==> config.mk <==
export PLATFORM = sky130hd
export DESIGN_NAME = hfl_regs
export DESIGN_NICKNAME = d
export VERILOG_FILES = /design/src/rtl/hfl_pkg.sv /design/src/rtl/hfl_mem_if.sv /design/src/rtl/hfl_hash_mem.sv /design/src/rtl/hfl_lat_timer.sv /design/src/rtl/hfl_regs.sv
export SDC_FILE = /design/constraint.sdc
export NUM_CORES = 1
export LEC_CHECK = 0
export ABC_AREA = 1
export BUFFER_PORTS_ARGS = -buffer_cell sky130_fd_sc_hd__buf_4
export CAP_MARGIN = 0
export CELL_PAD_IN_SITES_DETAIL_PLACEMENT = 0
export CELL_PAD_IN_SITES_GLOBAL_PLACEMENT = 1
export CORE_MARGIN = 1.5
export CORE_UTILIZATION = 30
export DETAILED_ROUTE_END_ITERATION = 10
export PLACE_DENSITY_LB_ADDON = 0.1
export SETUP_SLACK_MARGIN = 0.1
export SYNTH_ARGS = -nofsm -noshare
export SYNTH_HDL_FRONTEND = slang
export SYNTH_SLANG_ARGS = --single-unit
==> constraint.sdc <==
create_clock -name clk_sys_i -period 4.69 [get_ports clk_sys_i]
set_clock_uncertainty 0.15 [all_clocks]
set_input_delay 0.469 -clock clk_sys_i [delete_from_list [all_inputs] [get_ports clk_sys_i]]
set_output_delay 0.469 -clock clk_sys_i [all_outputs]
set_load 0.01 [all_outputs]
==> src/rtl/hfl_pkg.sv <==
// package of the multicast hash filter and latency timer register bank
// assumes a 200 MHz system clock and 32-bit AXI4-Lite register access
package hfl_pkg;
    // register indexes; byte address is four times the index
    localparam logic [15:0] HFL_IDX_TIMER = 16'h001A;
    localparam logic [15:0] HFL_IDX_HASH = 16'h0028;
    localparam logic [15:0] HFL_IDX_CONFIG = 16'h0029;
    localparam logic [15:0] HFL_IDX_SPEED = 16'h1C88;
    localparam logic [15:0] HFL_IDX_HASH_CMD = 16'h0040;
    localparam logic [15:0] HFL_IDX_CFG_CMD = 16'h0041;
    localparam logic [15:0] HFL_IDX_IRQ_CMD = 16'h0042;
    localparam logic [15:0] HFL_IDX_IRQ_STAT = 16'h0043;
    localparam int HFL_ADDR_W = 16;
    // field positions
    localparam int HFL_HCMD_VAL_BIT = 10;
    localparam int HFL_HCMD_IDX_LSB = 0;
    localparam int HFL_CFG_W = 4;
    localparam int HFL_CFG_HASH_EN_BIT = 0;
    localparam int HFL_SPEED_RATE_BIT = 1;
    localparam int HFL_IRQ_REQ_BIT = 0;
    localparam int HFL_IRQ_CLR_BIT = 1;
    // reset values
    localparam logic [15:0] HFL_SPEED_RST = 16'h3201;
    localparam logic [3:0] HFL_CFG_RST = 4'h0;
    localparam logic [7:0] HFL_TIMER_MAX = 8'hFF;
    // response codes
    localparam logic [1:0] HFL_RESP_OKAY = 2'h0;
    localparam logic [1:0] HFL_RESP_SLVERR = 2'h2;
    // timing: one latency tick every 2 us on a 5 ns clock
    localparam int HFL_CLK_PERIOD_PS = 5000;
    localparam int HFL_TICK_PS = 2000000;
    localparam int HFL_TICK_CYC = HFL_TICK_PS / HFL_CLK_PERIOD_PS;
    localparam int HFL_PRE_W = 9;
    localparam logic [HFL_PRE_W-1:0] HFL_PRE_LAST = HFL_PRE_W'(HFL_TICK_CYC - 1);

    // replaceable destination address hash: xor fold of 48 bits to 6
    function automatic logic [5:0] hfl_hash6(input logic [47:0] addr);
        logic [5:0] h;
        h = 6'h00;
        for (int i = 0; i < 8; i++) begin
            h = h ^ addr[i*6 +: 6];
        end
        return h;
    endfunction

    // word index from an AXI byte address
    function automatic logic [15:0] hfl_index(input logic [HFL_ADDR_W+1:0] byte_addr);
        return byte_addr[HFL_ADDR_W+1:2];
    endfunction
endpackage

==> src/rtl/hfl_mem_if.sv <==
// interface between the register bank and its hash table store
// assumes both ends run on the same system clock
`timescale 1ns/10ps
interface hfl_mem_if;
    logic wr_en;
    logic [5:0] wr_idx;
    logic wr_val;
    logic [2:0] rd_sel;
    logic [7:0] rd_byte;
    logic [5:0] lk_idx;
    logic lk_bit;
    modport ctrl (output wr_en, wr_idx, wr_val, rd_sel, lk_idx, input rd_byte, lk_bit);
    modport mem (input wr_en, wr_idx, wr_val, rd_sel, lk_idx, output rd_byte, lk_bit);
endinterface

==> src/rtl/hfl_hash_mem.sv <==
// 64-entry multicast hash table with bit write and registered byte read
// assumes the controller drives the interface from the same clock
`timescale 1ns/10ps
module hfl_hash_mem (
    input wire logic clk_sys_i,
    input wire logic reset_n_i,
    input wire logic ce_i,
    hfl_mem_if.mem mem
);
    import hfl_pkg::*;
    logic [63:0] table_reg;
    logic [7:0] rd_byte_reg;
    logic lk_bit_reg;

    // per-entry update, cleared at reset
    always_ff @(posedge clk_sys_i or negedge reset_n_i) begin
        if (!reset_n_i) begin
            table_reg <= 64'h0; // [RL3]
        end else if (ce_i && mem.wr_en) begin
            table_reg[mem.wr_idx] <= mem.wr_val; // [RL2] [RL4]
        end
    end

    // registered byte read and entry lookup
    always_ff @(posedge clk_sys_i or negedge reset_n_i) begin
        if (!reset_n_i) begin
            rd_byte_reg <= 8'h00;
            lk_bit_reg <= 1'b0;
        end else if (ce_i) begin
            rd_byte_reg <= table_reg[mem.rd_sel*8 +: 8]; // [RL1]
            lk_bit_reg <= table_reg[mem.lk_idx];
        end
    end

    assign mem.rd_byte = rd_byte_reg;
    assign mem.lk_bit = lk_bit_reg;
endmodule // hfl_hash_mem

==> src/rtl/hfl_lat_timer.sv <==
// 8-bit interrupt latency counter with a 2 us tick
// assumes start is a one-cycle pulse on the system clock
`timescale 1ns/10ps
module hfl_lat_timer (
    input wire logic clk_sys_i,
    input wire logic reset_n_i,
    input wire logic ce_i,
    input wire logic start_i,
    output logic [7:0] count_o
);
    import hfl_pkg::*;
    logic [HFL_PRE_W-1:0] pre_reg;
    logic [7:0] cnt_reg;
    logic tick;

    assign tick = (pre_reg == HFL_PRE_LAST);

    // tick prescaler, realigned at each start
    always_ff @(posedge clk_sys_i or negedge reset_n_i) begin
        if (!reset_n_i) begin
            pre_reg <= '0;
        end else if (ce_i) begin
            if (start_i || tick) begin
                pre_reg <= '0;
            end else begin
                pre_reg <= pre_reg + 1'b1; // [RL8]
            end
        end
    end

    // count from zero, halt at full scale
    always_ff @(posedge clk_sys_i or negedge reset_n_i) begin
        if (!reset_n_i) begin
            cnt_reg <= 8'h00;
        end else if (ce_i) begin
            if (start_i) begin
                cnt_reg <= 8'h00; // [RL7]
            end else if (tick && cnt_reg != HFL_TIMER_MAX) begin
                cnt_reg <= cnt_reg + 8'h01; // [RL8] [RL9]
            end
        end
    end

    assign count_o = cnt_reg;
endmodule // hfl_lat_timer

==> src/rtl/hfl_regs.sv <==
// hash filter, ring speed and interrupt latency register bank, AXI4-Lite slave
// assumes AXI4-Lite master on clk_sys_i; lookup requests come from local logic
//
// Overview of operation
// [RL1] The 64-bit hash table reads as eight byte reads, low byte first.
// [RL2] A hash bit select write sets or clears the entry at bits 5:0 per bit 10.
// [RL3] Reset clears every hash table entry.
// [RL4] The table has 64 entries indexed by a 6-bit hash; software rechecks hits.
// [RL5] Software sets table entries first, then sets the hash enable by config.
// [RL6] Bit 1 of the ring speed setting picks 16 Mbps when 0, 4 Mbps when 1.
// [RL7] The latency counter restarts at zero when the interrupt asserts.
// [RL8] The latency counter counts up once every 2 us of the system clock.
// [RL9] The latency counter holds at FFh instead of wrapping.
// [RL10] A pending interrupt latch stops a request from restarting the counter.
// [RL11] Config bit 0 enables hash filtering; clear means the table is ignored.
// [RL12] The address hash is a replaceable function giving a 6-bit index.
//
// Design decision made here: the AXI4-Lite interface to the registers.
`timescale 1ns/10ps
module hfl_regs (
    input wire logic clk_sys_i,
    input wire logic reset_n_i,
    input wire logic ce_i,
    // axi4-lite write address
    input wire logic [hfl_pkg::HFL_ADDR_W+1:0] s_axi_awaddr,
    input wire logic s_axi_awvalid,
    output logic s_axi_awready,
    // axi4-lite write data
    input wire logic [31:0] s_axi_wdata,
    input wire logic [3:0] s_axi_wstrb,
    input wire logic s_axi_wvalid,
    output logic s_axi_wready,
    // axi4-lite write response
    output logic [1:0] s_axi_bresp,
    output logic s_axi_bvalid,
    input wire logic s_axi_bready,
    // axi4-lite read address
    input wire logic [hfl_pkg::HFL_ADDR_W+1:0] s_axi_araddr,
    input wire logic s_axi_arvalid,
    output logic s_axi_arready,
    // axi4-lite read data
    output logic [31:0] s_axi_rdata,
    output logic [1:0] s_axi_rresp,
    output logic s_axi_rvalid,
    input wire logic s_axi_rready,
    // multicast lookup
    input wire logic [47:0] mcast_addr_i,
    input wire logic mcast_valid_i,
    output logic mcast_accept_o,
    output logic mcast_done_o,
    // interrupt side and ring rate select
    input wire logic irq_event_i,
    output logic irq_o,
    output logic ring_rate_select_o
);
    import hfl_pkg::*;

    hfl_mem_if mif ();

    logic aw_rdy_reg, w_rdy_reg, aw_have_reg, w_have_reg;
    logic [15:0] aw_idx_reg;
    logic [31:0] wdata_reg;
    logic [3:0] wstrb_reg;
    logic bvalid_reg;
    logic [1:0] bresp_reg;
    logic ar_rdy_reg, ar_have_reg, rvalid_reg;
    logic [15:0] ar_idx_reg;
    logic [31:0] rdata_reg;
    logic [1:0] rresp_reg;
    logic [2:0] hash_ptr_reg;
    logic [3:0] config_reg;
    logic [15:0] speed_reg;
    logic rate_reg;
    logic pending_irq_latch_reg;
    logic irq_prev_reg;
    logic lk_pend_reg;
    logic accept_reg, done_reg;
    logic [7:0] latency_count;
    logic wr_fire, rd_fire;
    logic wr_hash_cmd, wr_cfg_cmd, wr_irq_cmd, wr_speed, wr_known;
    logic irq_request, irq_clear, timer_start;
    logic [31:0] rd_word;
    logic rd_known;

    // a write is carried out once address and data are both held
    assign wr_fire = aw_have_reg && w_have_reg && !bvalid_reg;
    assign rd_fire = ar_have_reg && !rvalid_reg;

    // write address decode
    always_comb begin
        wr_hash_cmd = 1'b0;
        wr_cfg_cmd = 1'b0;
        wr_irq_cmd = 1'b0;
        wr_speed = 1'b0;
        wr_known = 1'b1;
        if (aw_idx_reg == HFL_IDX_HASH_CMD) begin
            wr_hash_cmd = 1'b1;
        end else if (aw_idx_reg == HFL_IDX_CFG_CMD) begin
            wr_cfg_cmd = 1'b1;
        end else if (aw_idx_reg == HFL_IDX_IRQ_CMD) begin
            wr_irq_cmd = 1'b1;
        end else if (aw_idx_reg == HFL_IDX_SPEED) begin
            wr_speed = 1'b1;
        end else if (aw_idx_reg == HFL_IDX_TIMER || aw_idx_reg == HFL_IDX_HASH ||
                     aw_idx_reg == HFL_IDX_CONFIG || aw_idx_reg == HFL_IDX_IRQ_STAT) begin
            wr_known = 1'b1; // read-only: write ignored
        end else begin
            wr_known = 1'b0;
        end
    end

    // write address channel
    always_ff @(posedge clk_sys_i or negedge reset_n_i) begin
        if (!reset_n_i) begin
            aw_rdy_reg <= 1'b1;
            aw_have_reg <= 1'b0;
            aw_idx_reg <= 16'h0000;
        end else if (ce_i) begin
            if (s_axi_awvalid && aw_rdy_reg) begin
                aw_rdy_reg <= 1'b0;
                aw_have_reg <= 1'b1;
                aw_idx_reg <= hfl_index(s_axi_awaddr);
            end else if (bvalid_reg && s_axi_bready) begin
                aw_rdy_reg <= 1'b1;
                aw_have_reg <= 1'b0;
            end
        end
    end

    // write data channel
    always_ff @(posedge clk_sys_i or negedge reset_n_i) begin
        if (!reset_n_i) begin
            w_rdy_reg <= 1'b1;
            w_have_reg <= 1'b0;
            wdata_reg <= 32'h00000000;
            wstrb_reg <= 4'h0;
        end else if (ce_i) begin
            if (s_axi_wvalid && w_rdy_reg) begin
                w_rdy_reg <= 1'b0;
                w_have_reg <= 1'b1;
                wdata_reg <= s_axi_wdata;
                wstrb_reg <= s_axi_wstrb;
            end else if (bvalid_reg && s_axi_bready) begin
                w_rdy_reg <= 1'b1;
                w_have_reg <= 1'b0;
            end
        end
    end

    // write response, error for unmapped addresses
    always_ff @(posedge clk_sys_i or negedge reset_n_i) begin
        if (!reset_n_i) begin
            bvalid_reg <= 1'b0;
            bresp_reg <= HFL_RESP_OKAY;
        end else if (ce_i) begin
            if (wr_fire) begin
                bvalid_reg <= 1'b1;
                bresp_reg <= wr_known ? HFL_RESP_OKAY : HFL_RESP_SLVERR;
            end else if (s_axi_bready) begin
                bvalid_reg <= 1'b0;
            end
        end
    end

    // hash bit select command drives the table write port
    assign mif.wr_en = ce_i && wr_fire && wr_hash_cmd && wstrb_reg[1] && wstrb_reg[0];
    assign mif.wr_val = wdata_reg[HFL_HCMD_VAL_BIT]; // [RL2]
    assign mif.wr_idx = wdata_reg[HFL_HCMD_IDX_LSB +: 6]; // [RL2]
    assign mif.rd_sel = hash_ptr_reg;
    assign mif.lk_idx = hfl_hash6(mcast_addr_i); // [RL12]

    // configuration written only through the config command
    always_ff @(posedge clk_sys_i or negedge reset_n_i) begin
        if (!reset_n_i) begin
            config_reg <= HFL_CFG_RST;
        end else if (ce_i && wr_fire && wr_cfg_cmd && wstrb_reg[0]) begin
            config_reg <= wdata_reg[HFL_CFG_W-1:0]; // [RL5] [RL11]
        end
    end

    // ring speed setting with byte strobes
    always_ff @(posedge clk_sys_i or negedge reset_n_i) begin
        if (!reset_n_i) begin
            speed_reg <= HFL_SPEED_RST;
            rate_reg <= HFL_SPEED_RST[HFL_SPEED_RATE_BIT];
        end else if (ce_i && wr_fire && wr_speed) begin
            if (wstrb_reg[0]) begin
                speed_reg[7:0] <= wdata_reg[7:0];
                rate_reg <= wdata_reg[HFL_SPEED_RATE_BIT]; // [RL6]
            end
            if (wstrb_reg[1]) begin
                speed_reg[15:8] <= wdata_reg[15:8];
            end
        end
    end

    // interrupt latch: set wins over clear
    assign irq_request = (wr_fire && wr_irq_cmd && wstrb_reg[0] &&
                          wdata_reg[HFL_IRQ_REQ_BIT]) || irq_event_i;
    assign irq_clear = wr_fire && wr_irq_cmd && wstrb_reg[0] && wdata_reg[HFL_IRQ_CLR_BIT];
    always_ff @(posedge clk_sys_i or negedge reset_n_i) begin
        if (!reset_n_i) begin
            pending_irq_latch_reg <= 1'b0;
        end else if (ce_i) begin
            if (irq_request) begin
                pending_irq_latch_reg <= 1'b1;
            end else if (irq_clear) begin
                pending_irq_latch_reg <= 1'b0;
            end
        end
    end

    // counter starts only on a fresh assertion of the interrupt
    assign timer_start = pending_irq_latch_reg && !irq_prev_reg; // [RL7] [RL10]
    always_ff @(posedge clk_sys_i or negedge reset_n_i) begin
        if (!reset_n_i) begin
            irq_prev_reg <= 1'b0;
        end else if (ce_i) begin
            irq_prev_reg <= pending_irq_latch_reg;
        end
    end

    hfl_lat_timer u_timer (
        .clk_sys_i(clk_sys_i),
        .reset_n_i(reset_n_i),
        .ce_i(ce_i),
        .start_i(timer_start),
        .count_o(latency_count)
    );

    hfl_hash_mem u_hash (
        .clk_sys_i(clk_sys_i),
        .reset_n_i(reset_n_i),
        .ce_i(ce_i),
        .mem(mif.mem)
    );

    // read address decode
    always_comb begin
        rd_word = 32'h00000000;
        rd_known = 1'b1;
        if (ar_idx_reg == HFL_IDX_TIMER) begin
            rd_word[7:0] = latency_count;
        end else if (ar_idx_reg == HFL_IDX_HASH) begin
            rd_word[7:0] = mif.rd_byte; // [RL1]
        end else if (ar_idx_reg == HFL_IDX_CONFIG) begin
            rd_word[HFL_CFG_W-1:0] = config_reg;
        end else if (ar_idx_reg == HFL_IDX_SPEED) begin
            rd_word[15:0] = speed_reg;
        end else if (ar_idx_reg == HFL_IDX_IRQ_STAT) begin
            rd_word[HFL_IRQ_REQ_BIT] = pending_irq_latch_reg;
        end else if (ar_idx_reg == HFL_IDX_HASH_CMD || ar_idx_reg == HFL_IDX_CFG_CMD ||
                     ar_idx_reg == HFL_IDX_IRQ_CMD) begin
            rd_known = 1'b1; // command registers read as zero
        end else begin
            rd_known = 1'b0;
        end
    end

    // read address channel
    always_ff @(posedge clk_sys_i or negedge reset_n_i) begin
        if (!reset_n_i) begin
            ar_rdy_reg <= 1'b1;
            ar_have_reg <= 1'b0;
            ar_idx_reg <= 16'h0000;
        end else if (ce_i) begin
            if (s_axi_arvalid && ar_rdy_reg) begin
                ar_rdy_reg <= 1'b0;
                ar_have_reg <= 1'b1;
                ar_idx_reg <= hfl_index(s_axi_araddr);
            end else if (rvalid_reg && s_axi_rready) begin
                ar_rdy_reg <= 1'b1;
                ar_have_reg <= 1'b0;
            end
        end
    end

    // read data channel
    always_ff @(posedge clk_sys_i or negedge reset_n_i) begin
        if (!reset_n_i) begin
            rvalid_reg <= 1'b0;
            rdata_reg <= 32'h00000000;
            rresp_reg <= HFL_RESP_OKAY;
        end else if (ce_i) begin
            if (rd_fire) begin
                rvalid_reg <= 1'b1;
                rdata_reg <= rd_word;
                rresp_reg <= rd_known ? HFL_RESP_OKAY : HFL_RESP_SLVERR;
            end else if (s_axi_rready) begin
                rvalid_reg <= 1'b0;
            end
        end
    end

    // hash byte pointer steps after each hash read, wraps after eight
    always_ff @(posedge clk_sys_i or negedge reset_n_i) begin
        if (!reset_n_i) begin
            hash_ptr_reg <= 3'h0;
        end else if (ce_i && rd_fire && ar_idx_reg == HFL_IDX_HASH) begin
            hash_ptr_reg <= hash_ptr_reg + 3'h1; // [RL1]
        end
    end

    // multicast lookup: answer two cycles after the request
    always_ff @(posedge clk_sys_i or negedge reset_n_i) begin
        if (!reset_n_i) begin
            lk_pend_reg <= 1'b0;
            accept_reg <= 1'b0;
            done_reg <= 1'b0;
        end else if (ce_i) begin
            lk_pend_reg <= mcast_valid_i;
            done_reg <= lk_pend_reg;
            if (lk_pend_reg) begin
                accept_reg <= !config_reg[HFL_CFG_HASH_EN_BIT] || mif.lk_bit; // [RL11] [RL4]
            end
        end
    end

    assign s_axi_awready = aw_rdy_reg;
    assign s_axi_wready = w_rdy_reg;
    assign s_axi_bvalid = bvalid_reg;
    assign s_axi_bresp = bresp_reg;
    assign s_axi_arready = ar_rdy_reg;
    assign s_axi_rvalid = rvalid_reg;
    assign s_axi_rdata = rdata_reg;
    assign s_axi_rresp = rresp_reg;
    assign mcast_accept_o = accept_reg;
    assign mcast_done_o = done_reg;
    assign irq_o = pending_irq_latch_reg;
    assign ring_rate_select_o = rate_reg;
endmodule // hfl_regs

# == Yosys cells after proc, flatten, opt, wreduce, memory -nomap -nowiden ==
# Index checks and enable logic that the tools add are counted.
# word_totals
inputBits,130
elab_cells,177
output_inout_bits,45
reg_bits,197
# op_classes
shifts,1
n_addsub,3
reduce_logical,59
n_bitwise,7
mux,56
magnitude_cmp,3
eq_ne,18
# ops
operator,n
== test 16 x 7 -> 1 bit (second input constant),8
bitwise mux 64 bit,1
== test 16 x 6 -> 1 bit (second input constant),4
variable part select 64 x 7 -> 8 bit,1
two-way mux 8 bit,6
bitwise XOR 6 bit,7
two-way mux 1 bit,41
== test 16 x 13 -> 1 bit (second input constant),2
== test 16 x 5 -> 1 bit (second input constant),2
AND reduction 2 bit,15
logical AND 1 bit,25
two-way mux 15 bit,1
< comparator 6 x 7 -> 1 bit (second input constant),2
nonzero test 2 bit,7
two-way mux 12 bit,1
adder 9 x 1 -> 9 bit (second input constant),1
== test 9 bit (second input constant),1
two-way mux 9 bit,1
adder 8 x 1 -> 8 bit (second input constant),1
logical OR 1 bit,8
inequality test 8 bit (second input constant),1
binary-select mux 1 bit (select 6 bit),1
demux 1 bit (select 6 bit),1
>= comparator 6 x 1 -> 1 bit (second input constant),1
4 further kinds,8

# == Logic depth before layout (Yosys ltp) ==
# logic_depth
word_depth,10
mapped_depth,17
ltp_nobuf,17

# == By module ==
# From an unflattened synthesis, not the netlist that was laid out.
# hier_totals
cells_unflattened,1283
area_unflattened_um2,10675.2
# by_module_without_submodules
mod,instances,area_per_inst_um2,cells_each,seq_area_each_um2
hfl_regs,1,5479.0,620,2611.3
hfl_hash_mem,1,4185.3,529,1826.8
hfl_lat_timer,1,1011.0,134,425.4

# == Least setup slack after synthesis ==
# OpenSTA, ideal clock, no wires.
# synth_path
path_type,reg-to-reg
from,"register bvalid_reg, in the netlist s_axi_bvalid"
to,register u_hash.table_reg[14]
path_slack_ns,2.577
period_less_slack_ns,2.113
setup_ns,0.121
stages_incl_launch_ff,13
arrival_time_ns,1.842
required_time_ns,4.419
path_cell_list,dfrtp_1 -> nor3_1 -> inv_1 -> nor2_2 -> inv_1 -> nor2_1 -> nand2_1 -> nor4_4 -> nand2_1 -> inv_1 -> nand2_1 -> nor2_1 -> a21oi_1
# synth_via
elab_chain_len,7
# synth_rtl
element,line,rtl
"start, declared",hfl_regs.sv:64,logic bvalid_reg;
"start signal, assigned",hfl_regs.sv:153,bvalid_reg <= 1'b0;
"start signal, assigned",hfl_regs.sv:157,bvalid_reg <= 1'b1;
"start signal, assigned",hfl_regs.sv:160,bvalid_reg <= 1'b0;
zero test 1 bit,hfl_regs.sv:86,assign wr_fire = aw_have_reg && w_have_reg && !bvalid_reg;
logical AND 1 bit,hfl_regs.sv:86,
logical AND 1 bit (4 in a row),hfl_regs.sv:166,assign mif.wr_en = ce_i && wr_fire && wr_hash_cmd && wstrb_reg[1] && wstrb_reg[0];
logical AND 1 bit,hfl_hash_mem.sv:19,end else if (ce_i && mem.wr_en) begin
"end signal, assigned by index",hfl_hash_mem.sv:20,table_reg[mem.wr_idx] <= mem.wr_val;
"end, declared",hfl_hash_mem.sv:11,logic [63:0] table_reg;
# No other way between the ends.
# A chain may end at the register's enable or synchronous reset.

# == Final worst setup path ==
# layout_path
from,input ce_i
to,register u_hash.table_reg[14]
# layout_via
elab_chain_len,5
# layout_rtl
element,line,rtl
"start, declared",hfl_regs.sv:23,"input wire logic ce_i,"
logical AND 1 bit (4 in a row),hfl_regs.sv:166,
logical AND 1 bit (*),hfl_hash_mem.sv:19,
# Mark *: on every way between the ends. The rest lies on a longest branch, timed or not.

==> results.md <==
- Largest net degree at the start of global routing: 100
- Mux share of post-synthesis cell area: 0
- Crit Path Class: in -> reg
- Via Count: 8946
- F_max: 364 MHz
- RSZ-0062 raised after global routing: false
- Gr ovfl total: 0
- # IOs: 175
- Initial antenna violation count: 0
- Die area: 35100 um2
- CTS Root Cell: clkbuf_16
- Antenna viol nets, final: 0
- Footprint of the multi-input gates: 4500 um2
- Arrival time worst endpoint: 2.92 ns
- Post-Synth Adder-Cell Area: 0.00368
- Seq pwr share: 0.431
- Largest register FFs: 64
- DRC Markers: 0
- Warnings from Yosys: 0
- Final period util: 0.585
- CP Data Required Time: 4.87 ns
- Hold Path Class: in -> reg
- Clock sinks: 194
- Number of diodes: 0
- Share of cells above drive strength 1: 0.127
- Status: completed
- Detail Placement HPWL: 21500 um
- Tmin final: 2.74 ns
- Psw: 1.89 mW
- Total global-route track usage: 0.179
- Pwr/cell area: 413 nW/um2
- Syn avg cell area: 7.58 um2
- Sequential standard cell area: 4860 um2
- Number of nets in the layout: 1595
- Vias/cell: 4.65
- Number of global-route vias before repair: 8922
- Seq cells post-synth: 194
- CTS tree: done
- Endpoints failing setup: 0
- LEAKAGE: 5.88 nW
- Slew HR: 0.271
- Initial DRC Count: 477
- XOR/XNOR Fraction of Synth Area: 0.0257
- Clock share of power: 0.299
- Bufs on Longest Clock Path: 2
- Peak VDD IR: 238 uV
- Chip width: 187 um
- Logic pwr share: 0.270
- Clock insertion delay at the later pin of the skew report: 0.45 ns
- Final hold slack: 0.0663 ns
- Initial Util: 0.304
- Post-synthesis sequential area ratio: 0.477
- Max Cap Violations: 0
- First-pass GRT wire length: 49000 um
- Final wirelength: 30400 um
- Cell internal pwr: 3.17 mW
- Yosys cell types: 33
- H-tree depth: 4
- Worst setup SP type: input port
- Post-CTS Setup Bufs: 0
- Synth Cell Area: 10200 um2
- Area share of and/or/nand/nor cells after synthesis: 0.260
- Largest family of logic cells by synthesized area: simple AND/OR/NAND/NOR gates
- Place WS: 1.42 ns
- Cell count after synthesis: 1346
- Core area: 33500 um2
- 1st-pass router iterations: 7
- Worst slew pin tran: 1.09 ns
- Fillcell total: 3662
- Area growth, synth to finish: 19.8%
- CP max FO: 32
- Cts hold-fix bufs: 1
- Die H: 187 um
- Num rows: 67
- Post-CTS Resized: 0
- Worst-path clk slew: 0.07 ns
- Wire per inst: 15.8 um
- Cts bufs inserted: 17
- Hold Vio Cnt, Final: 0
- Crit. End Element: register
- Total negative slack: 0 ns
- Max Slew Vio Count: 0
- Port bufs: 134
- GPL Wtd Cong: 0.774
- Switching fraction of total power: 0.373
- Setup slack after layout: 1.95 ns
- Post-synthesis compound-gate area fraction: 0.144
Yosys cell counts:
cell,n,area [um2]
xnor2_1,17,149
nor4_1,9,56.3
o211ai_1,5,37.5
nor4_4,1,21.3
and3_1,2,12.5
a31oi_1,2,12.5
nand4_1,5,31.3
buf_4,21,158
nor2_1,114,428
o21a_1,35,263
o2111ai_1,2,17.5
nor3b_1,3,22.5
conb_1,1,3.75
ha_1,3,37.5
dfstp_2,7,184
buf_1,2,7.51
nand3_1,129,646
o221ai_1,8,70.1
a21oi_1,80,400
o21ai_0,130,651
nand2_1,340,1280
inv_1,154,578
clkbuf_1,38,143
nand3b_1,2,15.0
a211oi_1,2,15.0
nor3_1,21,105
buf_2,1,5.00
clkinv_1,8,30.0
dfrtp_1,187,4680
nor4_2,2,25.0
xor2_1,13,114
nor2_2,1,6.26
or2_2,1,6.26
placed cells by master, fill, tap and decap left out, types with 3 or more instances in the layout:
cell / Yosys / layout
nor3_1: 21 / 18
o221ai_1: 8 / 8
inv_1: 154 / 154
xor2_1: 13 / 13
nor4_1: 9 / 9
inv_8: 0 / 4
o211ai_1: 5 / 5
nand3_1: 129 / 129
nor3b_1: 3 / 3
a21oi_1: 80 / 80
o21a_1: 35 / 35
dfstp_2: 7 / 7
dfrtp_1: 187 / 187
ha_1: 3 / 3
nand2_1: 340 / 340
nand4_1: 5 / 5
buf_4: 21 / 139
clkinvlp_4: 0 / 3
clkinv_1: 8 / 8
conb_1: 1 / 18
nor3_2: 0 / 3
xnor2_1: 17 / 17
clkbuf_16: 0 / 17
nor2_1: 114 / 114
o21ai_0: 130 / 130
worst max-delay path, cell delays in order:
cell and delay [ns]:
buf_4 0.35, inv_1 0.33, nor2_2 0.27, inv_1 0.12, nor2_1 0.13, nand2_1 0.11
nor4_4 0.37, nand2_1 0.30, inv_1 0.20, nand2_1 0.09, nor2_1 0.13, a21oi_1 0.05
layout make-up:
type | count | area share
Timing Repair Buffer | 142 | 0.0889
Tap cell | 448 | 0.0459
Clock buffer | 18 | 0.0359
Clock inverter | 14 | 0.0135
Sequential cell | 194 | 0.398
Multi-Input combinational cell | 945 | 0.368
Inverter | 162 | 0.0497
final timing paths:
path | depth (start not counted) | endpoint | from | slack, ns
max in group asynchronous | 3 | aw_idx_reg[10] | reset_n_i | 2.82
worst max register to register | 12 | u_hash.table_reg[14] | s_axi_bvalid | 2.05
worst max-delay path | 12 | u_hash.table_reg[14] | ce_i | 1.95
worst min-delay path | 3 | aw_idx_reg[14] | s_axi_awaddr[16] | 0.07
worst min register to register | 1 | u_timer.pre_reg[8] | u_timer.pre_reg[8] | 0.31
min in group asynchronous | 2 | s_axi_rdata[5] | reset_n_i | 0.52
per-layer routing:
layer,vias to the layer above,wire [um],global-route usage
met4,0,408,0.0406
li1,4563,-,-
met1,4181,15100,0.259
met5,-,0,0
met2,183,13600,0.275
met3,19,1240,0.0343
cell families after synthesis:
| logic type | count (synthesis) |
|---|---|
| AO/OA/AOI/OAI | 264 |
| XOR/XNOR | 30 |
| adder cells (fa/ha/maj) | 3 |
| buffers and inverters | 224 |
| flip-flops | 194 |
| other | 1 |
| AND/OR/NAND/NOR | 630 |
power by group through the flow:
stage	Combinational [mW]	Clock (mW)	Sequential (mW)
3_3_place_gp	1.38	0	2.21
6_report	1.36	1.51	2.18
3_5_place_dp	1.39	0	2.21
4_1_cts	1.40	1.56	2.18
2_1_floorplan	0.875	0	2.17
5_1_grt	1.56	1.62	2.22
stage by stage:
stage	util	cell area [um2]	std cells	total power, mW
floorplan	-	10300	1363	3.05
global placement	0.346	11600	1890	3.59
detailed placement	0.346	11600	1890	3.60
CTS	0.365	12200	1923	5.14
global route	0.365	12200	1923	5.41
finish	0.365	12200	1923	5.05
Power figures use the tool's default switching activity.
